$ cat src/rtl/lin_uart_pkg.sv
/*
 * Constants, register map and carrier types for the LIN-capable UART.
 * Assumes a 32-bit classic Wishbone slave port and a single clock domain.
 */
// Functional notes
// - Setting then clearing the break bit sends one break character, two if the break starts in the cycle the set takes effect.
// - Plain serial break lasts 10 bits, or 11 with long words; never doubled.
// - Breaks repeat back to back while the break bit stays set.
// - Toggling transmit enable queues an idle; a following break keeps correct length.
// - LIN enable set with short words and the slave bit clear selects LIN master mode.
// - A LIN master break lasts 13 bit times, never 24.
// - A queued idle character lasts exactly 10 bit times.
// - Receiver samples sixteen times per bit period.
// - Slave header over 57 bit times sets header error, interrupts, stays muted.
// - Time-out near the identifier stop bit never wakes the receiver.
// - On time-out header length loads zero and header detect stays clear.
// - Valid header clears wakeup bit and sets receive full after identifier stop.
// - Status access followed by data read clears the header error flag.
// - Software may set the wakeup bit to return the receiver to mute.
// - Outside mute every received byte with a mark stop bit raises a receive interrupt.
package lin_uart_pkg;
    // Register byte offsets
    localparam logic [7:0] SERIAL_CONTROL_OFS = 8'h00;
    localparam logic [7:0] BAUD_DIVIDER_OFS   = 8'h04;
    localparam logic [7:0] SERIAL_STATUS_OFS  = 8'h08;
    localparam logic [7:0] SERIAL_DATA_OFS    = 8'h0c;
    localparam logic [7:0] HEADER_LENGTH_OFS  = 8'h10;
    localparam logic [7:0] IRQ_STATUS_OFS     = 8'h14;
    localparam logic [7:0] IRQ_MASK_OFS       = 8'h18;

    // Control fields, low bits of the control register
    typedef struct packed {
        logic lin_slave;
        logic lin_en;
        logic word_len;
        logic break_request;
        logic tx_enable;
    } ctrl_t;
    localparam int          CTRL_W       = 5;
    localparam int          RWU_BIT      = 5;
    localparam ctrl_t       CTRL_RST     = 5'h00;
    localparam logic [15:0] BAUD_RST     = 16'h0033;

    // Interrupt status / mask bits
    typedef struct packed {
        logic brk_done;
        logic hdr_det;
        logic hdr_err;
        logic rx_full;
    } irq_t;
    localparam int IRQ_W = 4;

    // Character lengths in bit times
    localparam logic [4:0] IDLE_BITS     = 5'h0a;
    localparam logic [4:0] BRK_BITS_SHORT = 5'h0a;
    localparam logic [4:0] BRK_BITS_LONG  = 5'h0b;
    localparam logic [4:0] BRK_BITS_LIN   = 5'h0d;
    localparam logic [4:0] DATA_BITS     = 5'h0a;

    // Receiver oversampling
    localparam int         OVERSAMPLE = 16;
    localparam logic [3:0] SMP_LAST   = 4'hf;
    localparam logic [3:0] SMP_MID    = 4'h8;
    localparam logic [3:0] SMP_STOP   = 4'he;
    localparam logic [2:0] BYTE_LAST  = 3'h7;

    // LIN header
    localparam logic [7:0] SYNC_BYTE    = 8'h55;
    localparam int         HDR_MAX_BITS = 57;
    localparam logic [9:0] HDR_TMO_SMP  = 10'(HDR_MAX_BITS * OVERSAMPLE);
    localparam logic [9:0] HDR_BRK_SMP  = 10'(10 * OVERSAMPLE);
    localparam logic [7:0] HLR_TMO      = 8'h00;

    typedef enum logic [2:0] {
        TX_IDLE = 3'b000,
        TX_PRE  = 3'b001,
        TX_BRK  = 3'b010,
        TX_STOP = 3'b011,
        TX_DATA = 3'b100
    } tx_state_t;

    typedef enum logic [1:0] {
        RX_IDLE  = 2'b00,
        RX_START = 2'b01,
        RX_DATA  = 2'b10,
        RX_STOP  = 2'b11
    } rx_state_t;

    typedef enum logic [1:0] {
        HDR_NONE = 2'b00,
        HDR_SYNC = 2'b01,
        HDR_ID   = 2'b10
    } hdr_state_t;
endpackage : lin_uart_pkg

$ cat src/rtl/lin_uart.sv
/*
 * LIN-capable UART: break and idle generation, byte transmit, 16x receiver,
 * LIN slave header detection with time-out and mute mode, interrupt logic.
 * Assumes a classic Wishbone master and a receive line synchronous to clk.
 */
// Design decisions made here: the Wishbone slave port and the register addresses.
`timescale 1ns/100ps
module lin_uart (
    // Clock and reset
    input  wire logic        clk,
    input  wire logic        reset_n,
    // Wishbone slave
    input  wire logic        wb_cyc_i,
    input  wire logic        wb_stb_i,
    input  wire logic        wb_we_i,
    input  wire logic [7:0]  wb_adr_i,
    input  wire logic [3:0]  wb_sel_i,
    input  wire logic [31:0] wb_dat_i,
    output logic      [31:0] wb_dat_o,
    output logic             wb_ack_o,
    // Serial line
    input  wire logic        rxd,
    output logic             txd,
    // Interrupt
    output logic             irq
);
    lin_uart_pkg::ctrl_t      ctrl_r;
    lin_uart_pkg::irq_t       ist_r, imask_r, iset;
    lin_uart_pkg::tx_state_t  tx_st_r;
    lin_uart_pkg::rx_state_t  rx_st_r;
    lin_uart_pkg::hdr_state_t hdr_st_r;
    logic [15:0] baud_r, div_r;
    logic        smp_tick, bit_tick;
    logic [3:0]  tx_smp_r, rx_smp_r;
    logic [4:0]  tx_cnt_r, brk_len;
    logic [9:0]  tx_sh_r;
    logic [7:0]  tx_byte_r, rx_sh_r, rx_data_r, hlr_r;
    logic [2:0]  rx_idx_r;
    logic [9:0]  hdr_cnt_r;
    logic        txd_r, te_d_r, sbk_d_r, idle_pend_r, brk_pend_r, tx_pend_r;
    logic        rwu_r, rx_full_r, hdr_err_r, hdr_det_r, sr_seen_r, ack_r;
    logic        wr, rd, pre_start, brk_start, dat_start, brk_end;
    logic        fr_done, brk_det, hdr_tmo, hdr_ok, data_ok, mute, stop_r;
    logic        te_rise, sbk_rise, dat_rd, slave_mode, master_mode;

    function automatic logic hit(input logic [7:0] ofs);
        hit = (wb_adr_i == ofs);
    endfunction : hit

    // Bus decode; side effects happen at the acknowledging edge
    assign wr     = wb_cyc_i && wb_stb_i && !ack_r && wb_we_i;
    assign rd     = wb_cyc_i && wb_stb_i && !ack_r && !wb_we_i;
    assign dat_rd = rd && hit(lin_uart_pkg::SERIAL_DATA_OFS);
    assign wb_ack_o = ack_r;
    assign txd      = txd_r;
    assign irq      = |(ist_r & imask_r);

    always_ff @(posedge clk or negedge reset_n) begin
        if (!reset_n) begin
            ack_r <= 1'b0;
        end else begin
            ack_r <= wb_cyc_i && wb_stb_i && !ack_r;
        end
    end

    always_ff @(posedge clk or negedge reset_n) begin
        if (!reset_n) begin
            wb_dat_o <= 32'h0000_0000;
        end else if (rd) begin
            if (hit(lin_uart_pkg::SERIAL_CONTROL_OFS)) begin
                wb_dat_o <= {26'h0, rwu_r, ctrl_r};
            end else if (hit(lin_uart_pkg::BAUD_DIVIDER_OFS)) begin
                wb_dat_o <= {16'h0, baud_r};
            end else if (hit(lin_uart_pkg::SERIAL_STATUS_OFS)) begin
                wb_dat_o <= {27'h0, tx_st_r != lin_uart_pkg::TX_IDLE,
                             rwu_r, hdr_det_r, hdr_err_r, rx_full_r};
            end else if (hit(lin_uart_pkg::SERIAL_DATA_OFS)) begin
                wb_dat_o <= {24'h0, rx_data_r};
            end else if (hit(lin_uart_pkg::HEADER_LENGTH_OFS)) begin
                wb_dat_o <= {24'h0, hlr_r};
            end else if (hit(lin_uart_pkg::IRQ_STATUS_OFS)) begin
                wb_dat_o <= {28'h0, ist_r};
            end else if (hit(lin_uart_pkg::IRQ_MASK_OFS)) begin
                wb_dat_o <= {28'h0, imask_r};
            end else begin
                wb_dat_o <= 32'h0000_0000;
            end
        end
    end

    // Control, divider and mask registers
    always_ff @(posedge clk or negedge reset_n) begin
        if (!reset_n) begin
            ctrl_r  <= lin_uart_pkg::CTRL_RST;
            baud_r  <= lin_uart_pkg::BAUD_RST;
            imask_r <= '0;
        end else if (wr) begin
            if (hit(lin_uart_pkg::SERIAL_CONTROL_OFS) && wb_sel_i[0]) begin
                ctrl_r <= lin_uart_pkg::ctrl_t'(wb_dat_i[lin_uart_pkg::CTRL_W-1:0]);
            end else if (hit(lin_uart_pkg::BAUD_DIVIDER_OFS)) begin
                if (wb_sel_i[0]) baud_r[7:0] <= wb_dat_i[7:0];
                if (wb_sel_i[1]) baud_r[15:8] <= wb_dat_i[15:8];
            end else if (hit(lin_uart_pkg::IRQ_MASK_OFS) && wb_sel_i[0]) begin
                imask_r <= wb_dat_i[lin_uart_pkg::IRQ_W-1:0];
            end
        end
    end

    assign master_mode = ctrl_r.lin_en && !ctrl_r.word_len && !ctrl_r.lin_slave;
    assign slave_mode  = ctrl_r.lin_en && ctrl_r.lin_slave;
    assign mute        = rwu_r;

    // Sample-rate divider, sixteen samples per bit
    always_ff @(posedge clk or negedge reset_n) begin
        if (!reset_n) begin
            div_r <= 16'h0000;
        end else if (div_r == 16'h0000) begin
            div_r <= baud_r;
        end else begin
            div_r <= div_r - 16'h0001;
        end
    end
    assign smp_tick = (div_r == 16'h0000);

    always_ff @(posedge clk or negedge reset_n) begin
        if (!reset_n) begin
            tx_smp_r <= 4'h0;
        end else if (smp_tick) begin
            tx_smp_r <= tx_smp_r + 4'h1;
        end
    end
    assign bit_tick = smp_tick && (tx_smp_r == lin_uart_pkg::SMP_LAST);

    // Transmit requests
    assign te_rise  = ctrl_r.tx_enable && !te_d_r;
    assign sbk_rise = ctrl_r.break_request && !sbk_d_r;
    always_comb begin
        brk_len = ctrl_r.word_len ? lin_uart_pkg::BRK_BITS_LONG
                                  : lin_uart_pkg::BRK_BITS_SHORT;
        if (master_mode) brk_len = lin_uart_pkg::BRK_BITS_LIN;
    end
    // Queued idle goes out first, then break, then data
    assign pre_start = bit_tick && tx_st_r == lin_uart_pkg::TX_IDLE && ctrl_r.tx_enable
                       && idle_pend_r;
    assign brk_start = bit_tick && tx_st_r == lin_uart_pkg::TX_IDLE && ctrl_r.tx_enable
                       && !idle_pend_r && (brk_pend_r || ctrl_r.break_request);
    assign dat_start = bit_tick && tx_st_r == lin_uart_pkg::TX_IDLE && ctrl_r.tx_enable
                       && !idle_pend_r && !brk_pend_r && !ctrl_r.break_request && tx_pend_r;
    assign brk_end   = bit_tick && tx_st_r == lin_uart_pkg::TX_STOP;

    always_ff @(posedge clk or negedge reset_n) begin
        if (!reset_n) begin
            te_d_r      <= 1'b0;
            sbk_d_r     <= 1'b0;
            idle_pend_r <= 1'b0;
            brk_pend_r  <= 1'b0;
        end else begin
            te_d_r  <= ctrl_r.tx_enable;
            sbk_d_r <= ctrl_r.break_request;
            if (te_rise) idle_pend_r <= 1'b1;
            else if (pre_start) idle_pend_r <= 1'b0;
            if (sbk_rise) brk_pend_r <= 1'b1;
            else if (brk_start) brk_pend_r <= 1'b0;
        end
    end

    always_ff @(posedge clk or negedge reset_n) begin
        if (!reset_n) begin
            tx_pend_r <= 1'b0;
            tx_byte_r <= 8'h00;
        end else if (wr && hit(lin_uart_pkg::SERIAL_DATA_OFS) && wb_sel_i[0]) begin
            tx_pend_r <= 1'b1;
            tx_byte_r <= wb_dat_i[7:0];
        end else if (dat_start) begin
            tx_pend_r <= 1'b0;
        end
    end

    // Transmit sequencer, one step per bit time
    always_ff @(posedge clk or negedge reset_n) begin
        if (!reset_n) begin
            tx_st_r  <= lin_uart_pkg::TX_IDLE;
            tx_cnt_r <= 5'h00;
            tx_sh_r  <= 10'h3ff;
            txd_r    <= 1'b1;
        end else if (bit_tick) begin
            case (tx_st_r)
                lin_uart_pkg::TX_IDLE: begin
                    txd_r <= 1'b1;
                    if (pre_start) begin
                        tx_st_r  <= lin_uart_pkg::TX_PRE;
                        tx_cnt_r <= lin_uart_pkg::IDLE_BITS - 5'h01;
                    end else if (brk_start) begin
                        tx_st_r  <= lin_uart_pkg::TX_BRK;
                        tx_cnt_r <= brk_len - 5'h01;
                        txd_r    <= 1'b0;
                    end else if (dat_start) begin
                        tx_st_r  <= lin_uart_pkg::TX_DATA;
                        tx_cnt_r <= lin_uart_pkg::DATA_BITS - 5'h01;
                        tx_sh_r  <= {1'b1, 1'b1, tx_byte_r};
                        txd_r    <= 1'b0;
                    end
                end
                lin_uart_pkg::TX_PRE: begin
                    txd_r    <= 1'b1;
                    tx_cnt_r <= tx_cnt_r - 5'h01;
                    if (tx_cnt_r == 5'h01) tx_st_r <= lin_uart_pkg::TX_IDLE;
                end
                lin_uart_pkg::TX_BRK: begin
                    tx_cnt_r <= tx_cnt_r - 5'h01;
                    if (tx_cnt_r == 5'h00) begin
                        tx_st_r <= lin_uart_pkg::TX_STOP;
                        txd_r   <= 1'b1;
                    end
                end
                lin_uart_pkg::TX_STOP: begin
                    tx_st_r <= lin_uart_pkg::TX_IDLE;
                end
                lin_uart_pkg::TX_DATA: begin
                    txd_r    <= tx_sh_r[0];
                    tx_sh_r  <= {1'b1, tx_sh_r[9:1]};
                    tx_cnt_r <= tx_cnt_r - 5'h01;
                    if (tx_cnt_r == 5'h01) tx_st_r <= lin_uart_pkg::TX_IDLE;
                end
                default: tx_st_r <= lin_uart_pkg::TX_IDLE;
            endcase
        end
    end

    // Receiver, sampling at the ninth of sixteen samples
    always_ff @(posedge clk or negedge reset_n) begin
        if (!reset_n) begin
            rx_st_r  <= lin_uart_pkg::RX_IDLE;
            rx_smp_r <= 4'h0;
            rx_idx_r <= 3'h0;
            rx_sh_r  <= 8'h00;
            stop_r   <= 1'b1;
        end else if (smp_tick) begin
            rx_smp_r <= rx_smp_r + 4'h1;
            case (rx_st_r)
                lin_uart_pkg::RX_IDLE: begin
                    rx_smp_r <= 4'h0;
                    if (!rxd) rx_st_r <= lin_uart_pkg::RX_START;
                end
                lin_uart_pkg::RX_START: begin
                    if (rx_smp_r == lin_uart_pkg::SMP_MID && rxd) begin
                        rx_st_r <= lin_uart_pkg::RX_IDLE;
                    end else if (rx_smp_r == lin_uart_pkg::SMP_LAST) begin
                        rx_st_r  <= lin_uart_pkg::RX_DATA;
                        rx_idx_r <= 3'h0;
                    end
                end
                lin_uart_pkg::RX_DATA: begin
                    if (rx_smp_r == lin_uart_pkg::SMP_MID) rx_sh_r <= {rxd, rx_sh_r[7:1]};
                    if (rx_smp_r == lin_uart_pkg::SMP_LAST) begin
                        rx_idx_r <= rx_idx_r + 3'h1;
                        if (rx_idx_r == lin_uart_pkg::BYTE_LAST) begin
                            rx_st_r <= lin_uart_pkg::RX_STOP;
                        end
                    end
                end
                lin_uart_pkg::RX_STOP: begin
                    if (rx_smp_r == lin_uart_pkg::SMP_MID) stop_r <= rxd;
                    if (rx_smp_r == lin_uart_pkg::SMP_STOP) rx_st_r <= lin_uart_pkg::RX_IDLE;
                end
                default: rx_st_r <= lin_uart_pkg::RX_IDLE;
            endcase
        end
    end

    // Frame completes at the fifteenth sample of the stop bit
    assign fr_done = smp_tick && rx_st_r == lin_uart_pkg::RX_STOP
                     && rx_smp_r == lin_uart_pkg::SMP_STOP;
    assign brk_det = fr_done && rx_sh_r == 8'h00 && !stop_r;
    assign hdr_tmo = smp_tick && hdr_st_r != lin_uart_pkg::HDR_NONE
                     && hdr_cnt_r >= lin_uart_pkg::HDR_TMO_SMP;
    // Time-out beats completion in the same sample
    assign hdr_ok  = fr_done && hdr_st_r == lin_uart_pkg::HDR_ID && stop_r && !hdr_tmo;
    assign data_ok = fr_done && stop_r && !mute;

    always_ff @(posedge clk or negedge reset_n) begin
        if (!reset_n) begin
            hdr_st_r  <= lin_uart_pkg::HDR_NONE;
            hdr_cnt_r <= 10'h000;
        end else if (hdr_tmo || hdr_ok) begin
            hdr_st_r <= lin_uart_pkg::HDR_NONE;
        end else if (brk_det && slave_mode && mute) begin
            hdr_st_r  <= lin_uart_pkg::HDR_SYNC;
            hdr_cnt_r <= lin_uart_pkg::HDR_BRK_SMP;
        end else begin
            if (smp_tick && hdr_st_r != lin_uart_pkg::HDR_NONE) begin
                hdr_cnt_r <= hdr_cnt_r + 10'h001;
            end
            if (fr_done && hdr_st_r == lin_uart_pkg::HDR_SYNC) begin
                hdr_st_r <= (rx_sh_r == lin_uart_pkg::SYNC_BYTE && stop_r)
                            ? lin_uart_pkg::HDR_ID : lin_uart_pkg::HDR_NONE;
            end
        end
    end

    // Mute bit: software sets or clears it, a valid header clears it
    always_ff @(posedge clk or negedge reset_n) begin
        if (!reset_n) begin
            rwu_r <= 1'b0;
        end else if (hdr_ok) begin
            rwu_r <= 1'b0;
        end else if (wr && hit(lin_uart_pkg::SERIAL_CONTROL_OFS) && wb_sel_i[0]) begin
            rwu_r <= wb_dat_i[lin_uart_pkg::RWU_BIT];
        end
    end

    always_ff @(posedge clk or negedge reset_n) begin
        if (!reset_n) begin
            hlr_r <= 8'h00;
        end else if (hdr_tmo) begin
            hlr_r <= lin_uart_pkg::HLR_TMO;
        end else if (hdr_ok) begin
            hlr_r <= hdr_cnt_r[9:2];
        end
    end

    // Status flags; every set wins over a clear in the same cycle
    always_ff @(posedge clk or negedge reset_n) begin
        if (!reset_n) begin
            sr_seen_r <= 1'b0;
            rx_full_r <= 1'b0;
            hdr_err_r <= 1'b0;
            hdr_det_r <= 1'b0;
            rx_data_r <= 8'h00;
        end else begin
            if (rd && hit(lin_uart_pkg::SERIAL_STATUS_OFS)) sr_seen_r <= 1'b1;
            else if (dat_rd) sr_seen_r <= 1'b0;
            if (hdr_ok || data_ok) begin
                rx_full_r <= 1'b1;
                rx_data_r <= rx_sh_r;
            end else if (dat_rd) begin
                rx_full_r <= 1'b0;
            end
            if (hdr_tmo) hdr_err_r <= 1'b1;
            else if (dat_rd && sr_seen_r) hdr_err_r <= 1'b0;
            if (hdr_ok) hdr_det_r <= 1'b1;
            else if (dat_rd && sr_seen_r) hdr_det_r <= 1'b0;
        end
    end

    // Sticky interrupt status, write one to clear
    always_comb begin
        iset          = '0;
        iset.rx_full  = hdr_ok || data_ok;
        iset.hdr_err  = hdr_tmo;
        iset.hdr_det  = hdr_ok;
        iset.brk_done = brk_end;
    end
    always_ff @(posedge clk or negedge reset_n) begin
        if (!reset_n) begin
            ist_r <= '0;
        end else if (wr && hit(lin_uart_pkg::IRQ_STATUS_OFS) && wb_sel_i[0]) begin
            ist_r <= (ist_r & ~wb_dat_i[lin_uart_pkg::IRQ_W-1:0]) | iset;
        end else begin
            ist_r <= ist_r | iset;
        end
    end

    // Helper counters for length checks
    logic [4:0] low_bits_r, pre_bits_r;
    always_ff @(posedge clk or negedge reset_n) begin
        if (!reset_n) begin
            low_bits_r <= 5'h00;
            pre_bits_r <= 5'h00;
        end else if (bit_tick) begin
            low_bits_r <= brk_start ? 5'h01
                        : (tx_st_r == lin_uart_pkg::TX_BRK) ? low_bits_r + 5'h01 : 5'h00;
            pre_bits_r <= pre_start ? 5'h01
                        : (tx_st_r == lin_uart_pkg::TX_PRE) ? pre_bits_r + 5'h01 : 5'h00;
        end
    end
endmodule : lin_uart

$ cat config.mk
export PLATFORM = sky130hd
export DESIGN_NAME = lin_uart
export DESIGN_NICKNAME = d
export VERILOG_FILES = /design/src/rtl/lin_uart_pkg.sv /design/src/rtl/lin_uart.sv
export SDC_FILE = /design/constraint.sdc
export NUM_CORES = 1
export LEC_CHECK = 0
export CELL_PAD_IN_SITES_DETAIL_PLACEMENT = 1
export CELL_PAD_IN_SITES_GLOBAL_PLACEMENT = 1
export CORE_MARGIN = 8
export CORE_UTILIZATION = 45
export CTS_CLUSTER_DIAMETER = 30
export DETAILED_ROUTE_END_ITERATION = 10
export DONT_BUFFER_PORTS = 1
export HOLD_SLACK_MARGIN = 0.06
export PLACE_DENSITY_LB_ADDON = 0.25
export SLEW_MARGIN = 20
export SYNTH_ARGS = -nofsm -noshare
export SYNTH_HDL_FRONTEND = slang
export SYNTH_SLANG_ARGS = --single-unit
$ cat constraint.sdc
create_clock -name clk -period 2.9 [get_ports clk]
set_input_delay 0.58 -clock clk [delete_from_list [all_inputs] [get_ports clk]]
set_output_delay 0.58 -clock clk [all_outputs]
set_load 0.03 [all_outputs]
==> results.txt <==
Power Dens Cells: 658 nW/um^2
Setup-failing EPs final: 0
GP Congestion: 0.859
Internal power: 4040 uW
FF+latch area: 3700 sq um
DIE HEIGHT: 143 um
Synth area leaders: dfrtp_1, mux2_2, dfstp_2
Seq/Total Area, Yosys: 51.3%
Most frequent cells in the layout: dfrtp_1, nand2_1, nor2_1, mux2_2, a21oi_1
CTS tree: done
Initial antenna violation count: 0
Combinational share of power: 11.5%
Register bit count reported by yosys: 147
CP max-delay cell: or4b_4
H-tree Lvls: 4
Worst setup SP type: register
Filler cells: 1,758
I/O Pins: 85
Total GRT Usage: 20.6%
Largest net degree at the start of global routing: 148
Post-synth EDFFs: 0
Pre-CTS setup slack: -44.7 ps
Slowest stage delay, CP: 570 ps
Row Count: 46
Detail Placement HPWL: 14,400 um
Crit path kind: register to register
HP Class: primary input to async pin
Cells after Synth: 698
Peak VDD IR: 0.393 mV
Yosys top cell area share: 46.2%
DR vias: 5,428
NetSw: 1410 uW
Static leakage: 0.00380 uW
Initial Utilization: 45.7%
Sw Share: 25.9%
Ys Warns: 0
Mux contribution to synthesized area: 9.69%
Max-cap violations: 0
Commonest non-fill, non-tap cell in the layout: dfrtp_1
Power share of the clock group: 44.0%
Fraction of layout instances using a drive strength above 1: 21.3%
Failing checks: hold timing
Slew Limit Fails: 0
Clock Sinks: 147
Clock latency at the later pin of the worst-skew pair: 430 ps
Clock Pin Slew Worst Setup and Hold Paths: 60 ps
Synth Area in Simple Gates: 18.5%
Flop pwr share: 44.5%
Synth Area per Inst: 10.3 sq um
Max clock buf depth: 2
Distinct cells, synth: 71
Core area: 15,800 sq um
Net count, final: 783
First-pass GRT wire length: 32,700 um
ANT cells: 0
Adder-cell share of the synthesized area: 2.08%
First-pass DRT Iterations: 5
Num CTS Buffers: 17
Minimum hold slack: -157 ps
GR Overflow Total: 0
Mapped cell area: 7210 sq um
Largest family of logic cells by synthesized area: simple AND/OR/NAND/NOR gates
Status: finished with violations
Setup crit end kind: register
Xor/xnor share of the synthesized area: 1.58%
Die ar.: 20,300 sq um
Die width: 143 um
Complex-gate fraction of the synthesized area: 12.4%
Worst Reg2Reg Path Length in Cells: 7
Final period util: 98.1%
Post-synth ARST share: 100%
Clk_skew: 9.80 ps
Vias in the first global route: 5,842
CTS Root Cell: clkbuf_16
WP data required: 3260 ps
Port bufs: 0
FMAX: 351 MHz
Routed vias/inst: 5.71
Multi-input logic area: 3330 sq um
Ys flop type: dfrtp_1
Minimum clock period: 2850 ps
Crit path cell chain: or4_4 > or4b_1 > buf_6 > or4b_4 > buf_4 > nor3_1 > a32o_1
1st-iter DRT viols: 279
Crit path max fanout: 5
DRC viols: 0
Antenna Nets Post-Route: 0
Layout Utilization: 52.5%
Wire per inst: 21.1 um
Area growth syn-to-layout: 14.9%
Post-synth top area cell: dfrtp_1
Setup WS post-layout: 54.2 ps
Final Hold Viols: 133
WL final: 20,100 um
Critical path arrival: 3210 ps
RSZ-0062 raised after global routing: yes
-- through the flow --
step | setup TNS, ps | instances | hold WS, ps | area [sq um] | total power [uW]
CTS | -16.8 | 949 | -171 | 8200 | 5470
global placement | 0 | 917 | 289 | 7550 | 2970
floorplan | 0 | 713 | 284 | 7260 | 2840
detailed placement | -136 | 917 | 289 | 7550 | 3030
finish | 0 | 950 | -157 | 8280 | 5450
global route | -166 | 950 | -170 | 8280 | 5680
-- area by class of cell --
class	count	share of cell area [%]
sequential	147	44.6
multi-input combinational	502	40.2
clock buffer	22	5.49
timing repair buffer	36	3.40
tap	216	3.26
clock inverter	10	2.19
inverter	17	0.771
-- per-layer routing --
layer | vias to the layer above | routed length, um | track usage [%]
li1 | 2533 | - | -
met1 | 2798 | 8770 | 25.8
met2 | 80 | 10100 | 34.7
met3 | 17 | 962 | 5.43
met4 | 0 | 208 | 5.26
met5 | - | 0 | 0
-- Yosys cell counts, types with 4 or more instances --
cell type	count
dfrtp_1	133
nand2_1	81
nor2_1	55
mux2_2	50
a21oi_1	35
o21ai_0	34
nand3_1	29
clkbuf_1	21
nor3_1	19
buf_4	17
inv_1	17
dfstp_2	14
ha_1	12
mux2i_1	12
nor4_1	12
a22o_1	10
xnor2_1	10
a21o_1	8
and3_1	8
or3_1	8
a22oi_1	7
nand2b_1	7
nand4_1	7
or4_1	7
buf_2	6
o22ai_1	6
a31oi_1	5
a221oi_1	4
nor2b_1	4
-- worst max-delay path: cells and delay by family, from the launching register on --
family / cells / cell delay, ps
flip-flops: 1 / 380
AO/OA/AOI/OAI: 1 / 200
buffers and inverters: 2 / 330
AND/OR/NAND/NOR: 4 / 1860
-- cells by family after synthesis --
logic type / count (synthesis)
and+or+nand+nor: 262
DFF: 147
muxes: 63
buffers and inverters: 64
xor gates and xnor gates: 13
AOI/OAI and AO/OA: 136
adders and majority gates: 12
other: 1
-- final timing paths --
| path | startpoint | end | slack, ps |
|---|---|---|---|
| worst max register to register | div_r[9]$_DFF_PN0_ | tx_st_r[2]$_DFFE_PN0P_ | 50 |
| worst min-delay path | reset_n | tx_cnt_r[3]$_DFFE_PN0P_ | -160 |
| min in group clk | wb_dat_i[6] | tx_byte_r[6]$_DFFE_PN0P_ | 300 |
| worst min register to register | sbk_d_r$_DFF_PN0_ | brk_pend_r$_DFFE_PN0P_ | 420 |
| max in group asynchronous | reset_n | stop_r$_DFFE_PN1P_ | 2780 |
| worst max-delay path | div_r[9]$_DFF_PN0_ | tx_st_r[2]$_DFFE_PN0P_ | 50 |
-- power groups by stage --
stage / sequential, uW / combinational, uW / clock (uW)
after global routing: 2450 / 701 / 2530
final: 2420 / 626 / 2400
after detailed placement: 2450 / 584 / 0
after floorplan: 2400 / 437 / 0
after global placement: 2430 / 536 / 0
after CTS: 2420 / 616 / 2430
-- what timing repair did --
item,4_1_cts,5_1_grt
pin swaps,0,5
gates cloned,0,0
setup endpoints to repair,8,27
setup buffers,0,1
gates resized for setup,4,16
hold endpoints to repair,147,146
-- sequential cells by signal, summed over array words and instances, names as in the netlist, 4 cells and up, named ones only --
name and count:
baud_r 16, ctrl_r 5, div_r 16, hdr_cnt_r 10, hlr_r 8, imask_r 4, ist_r 4, rx_data_r 8
rx_sh_r 8, rx_smp_r 4, tx_byte_r 8, tx_cnt_r 5, tx_sh_r 8, tx_smp_r 4, wb_dat_o 16
Power figures use the tool's default switching activity.
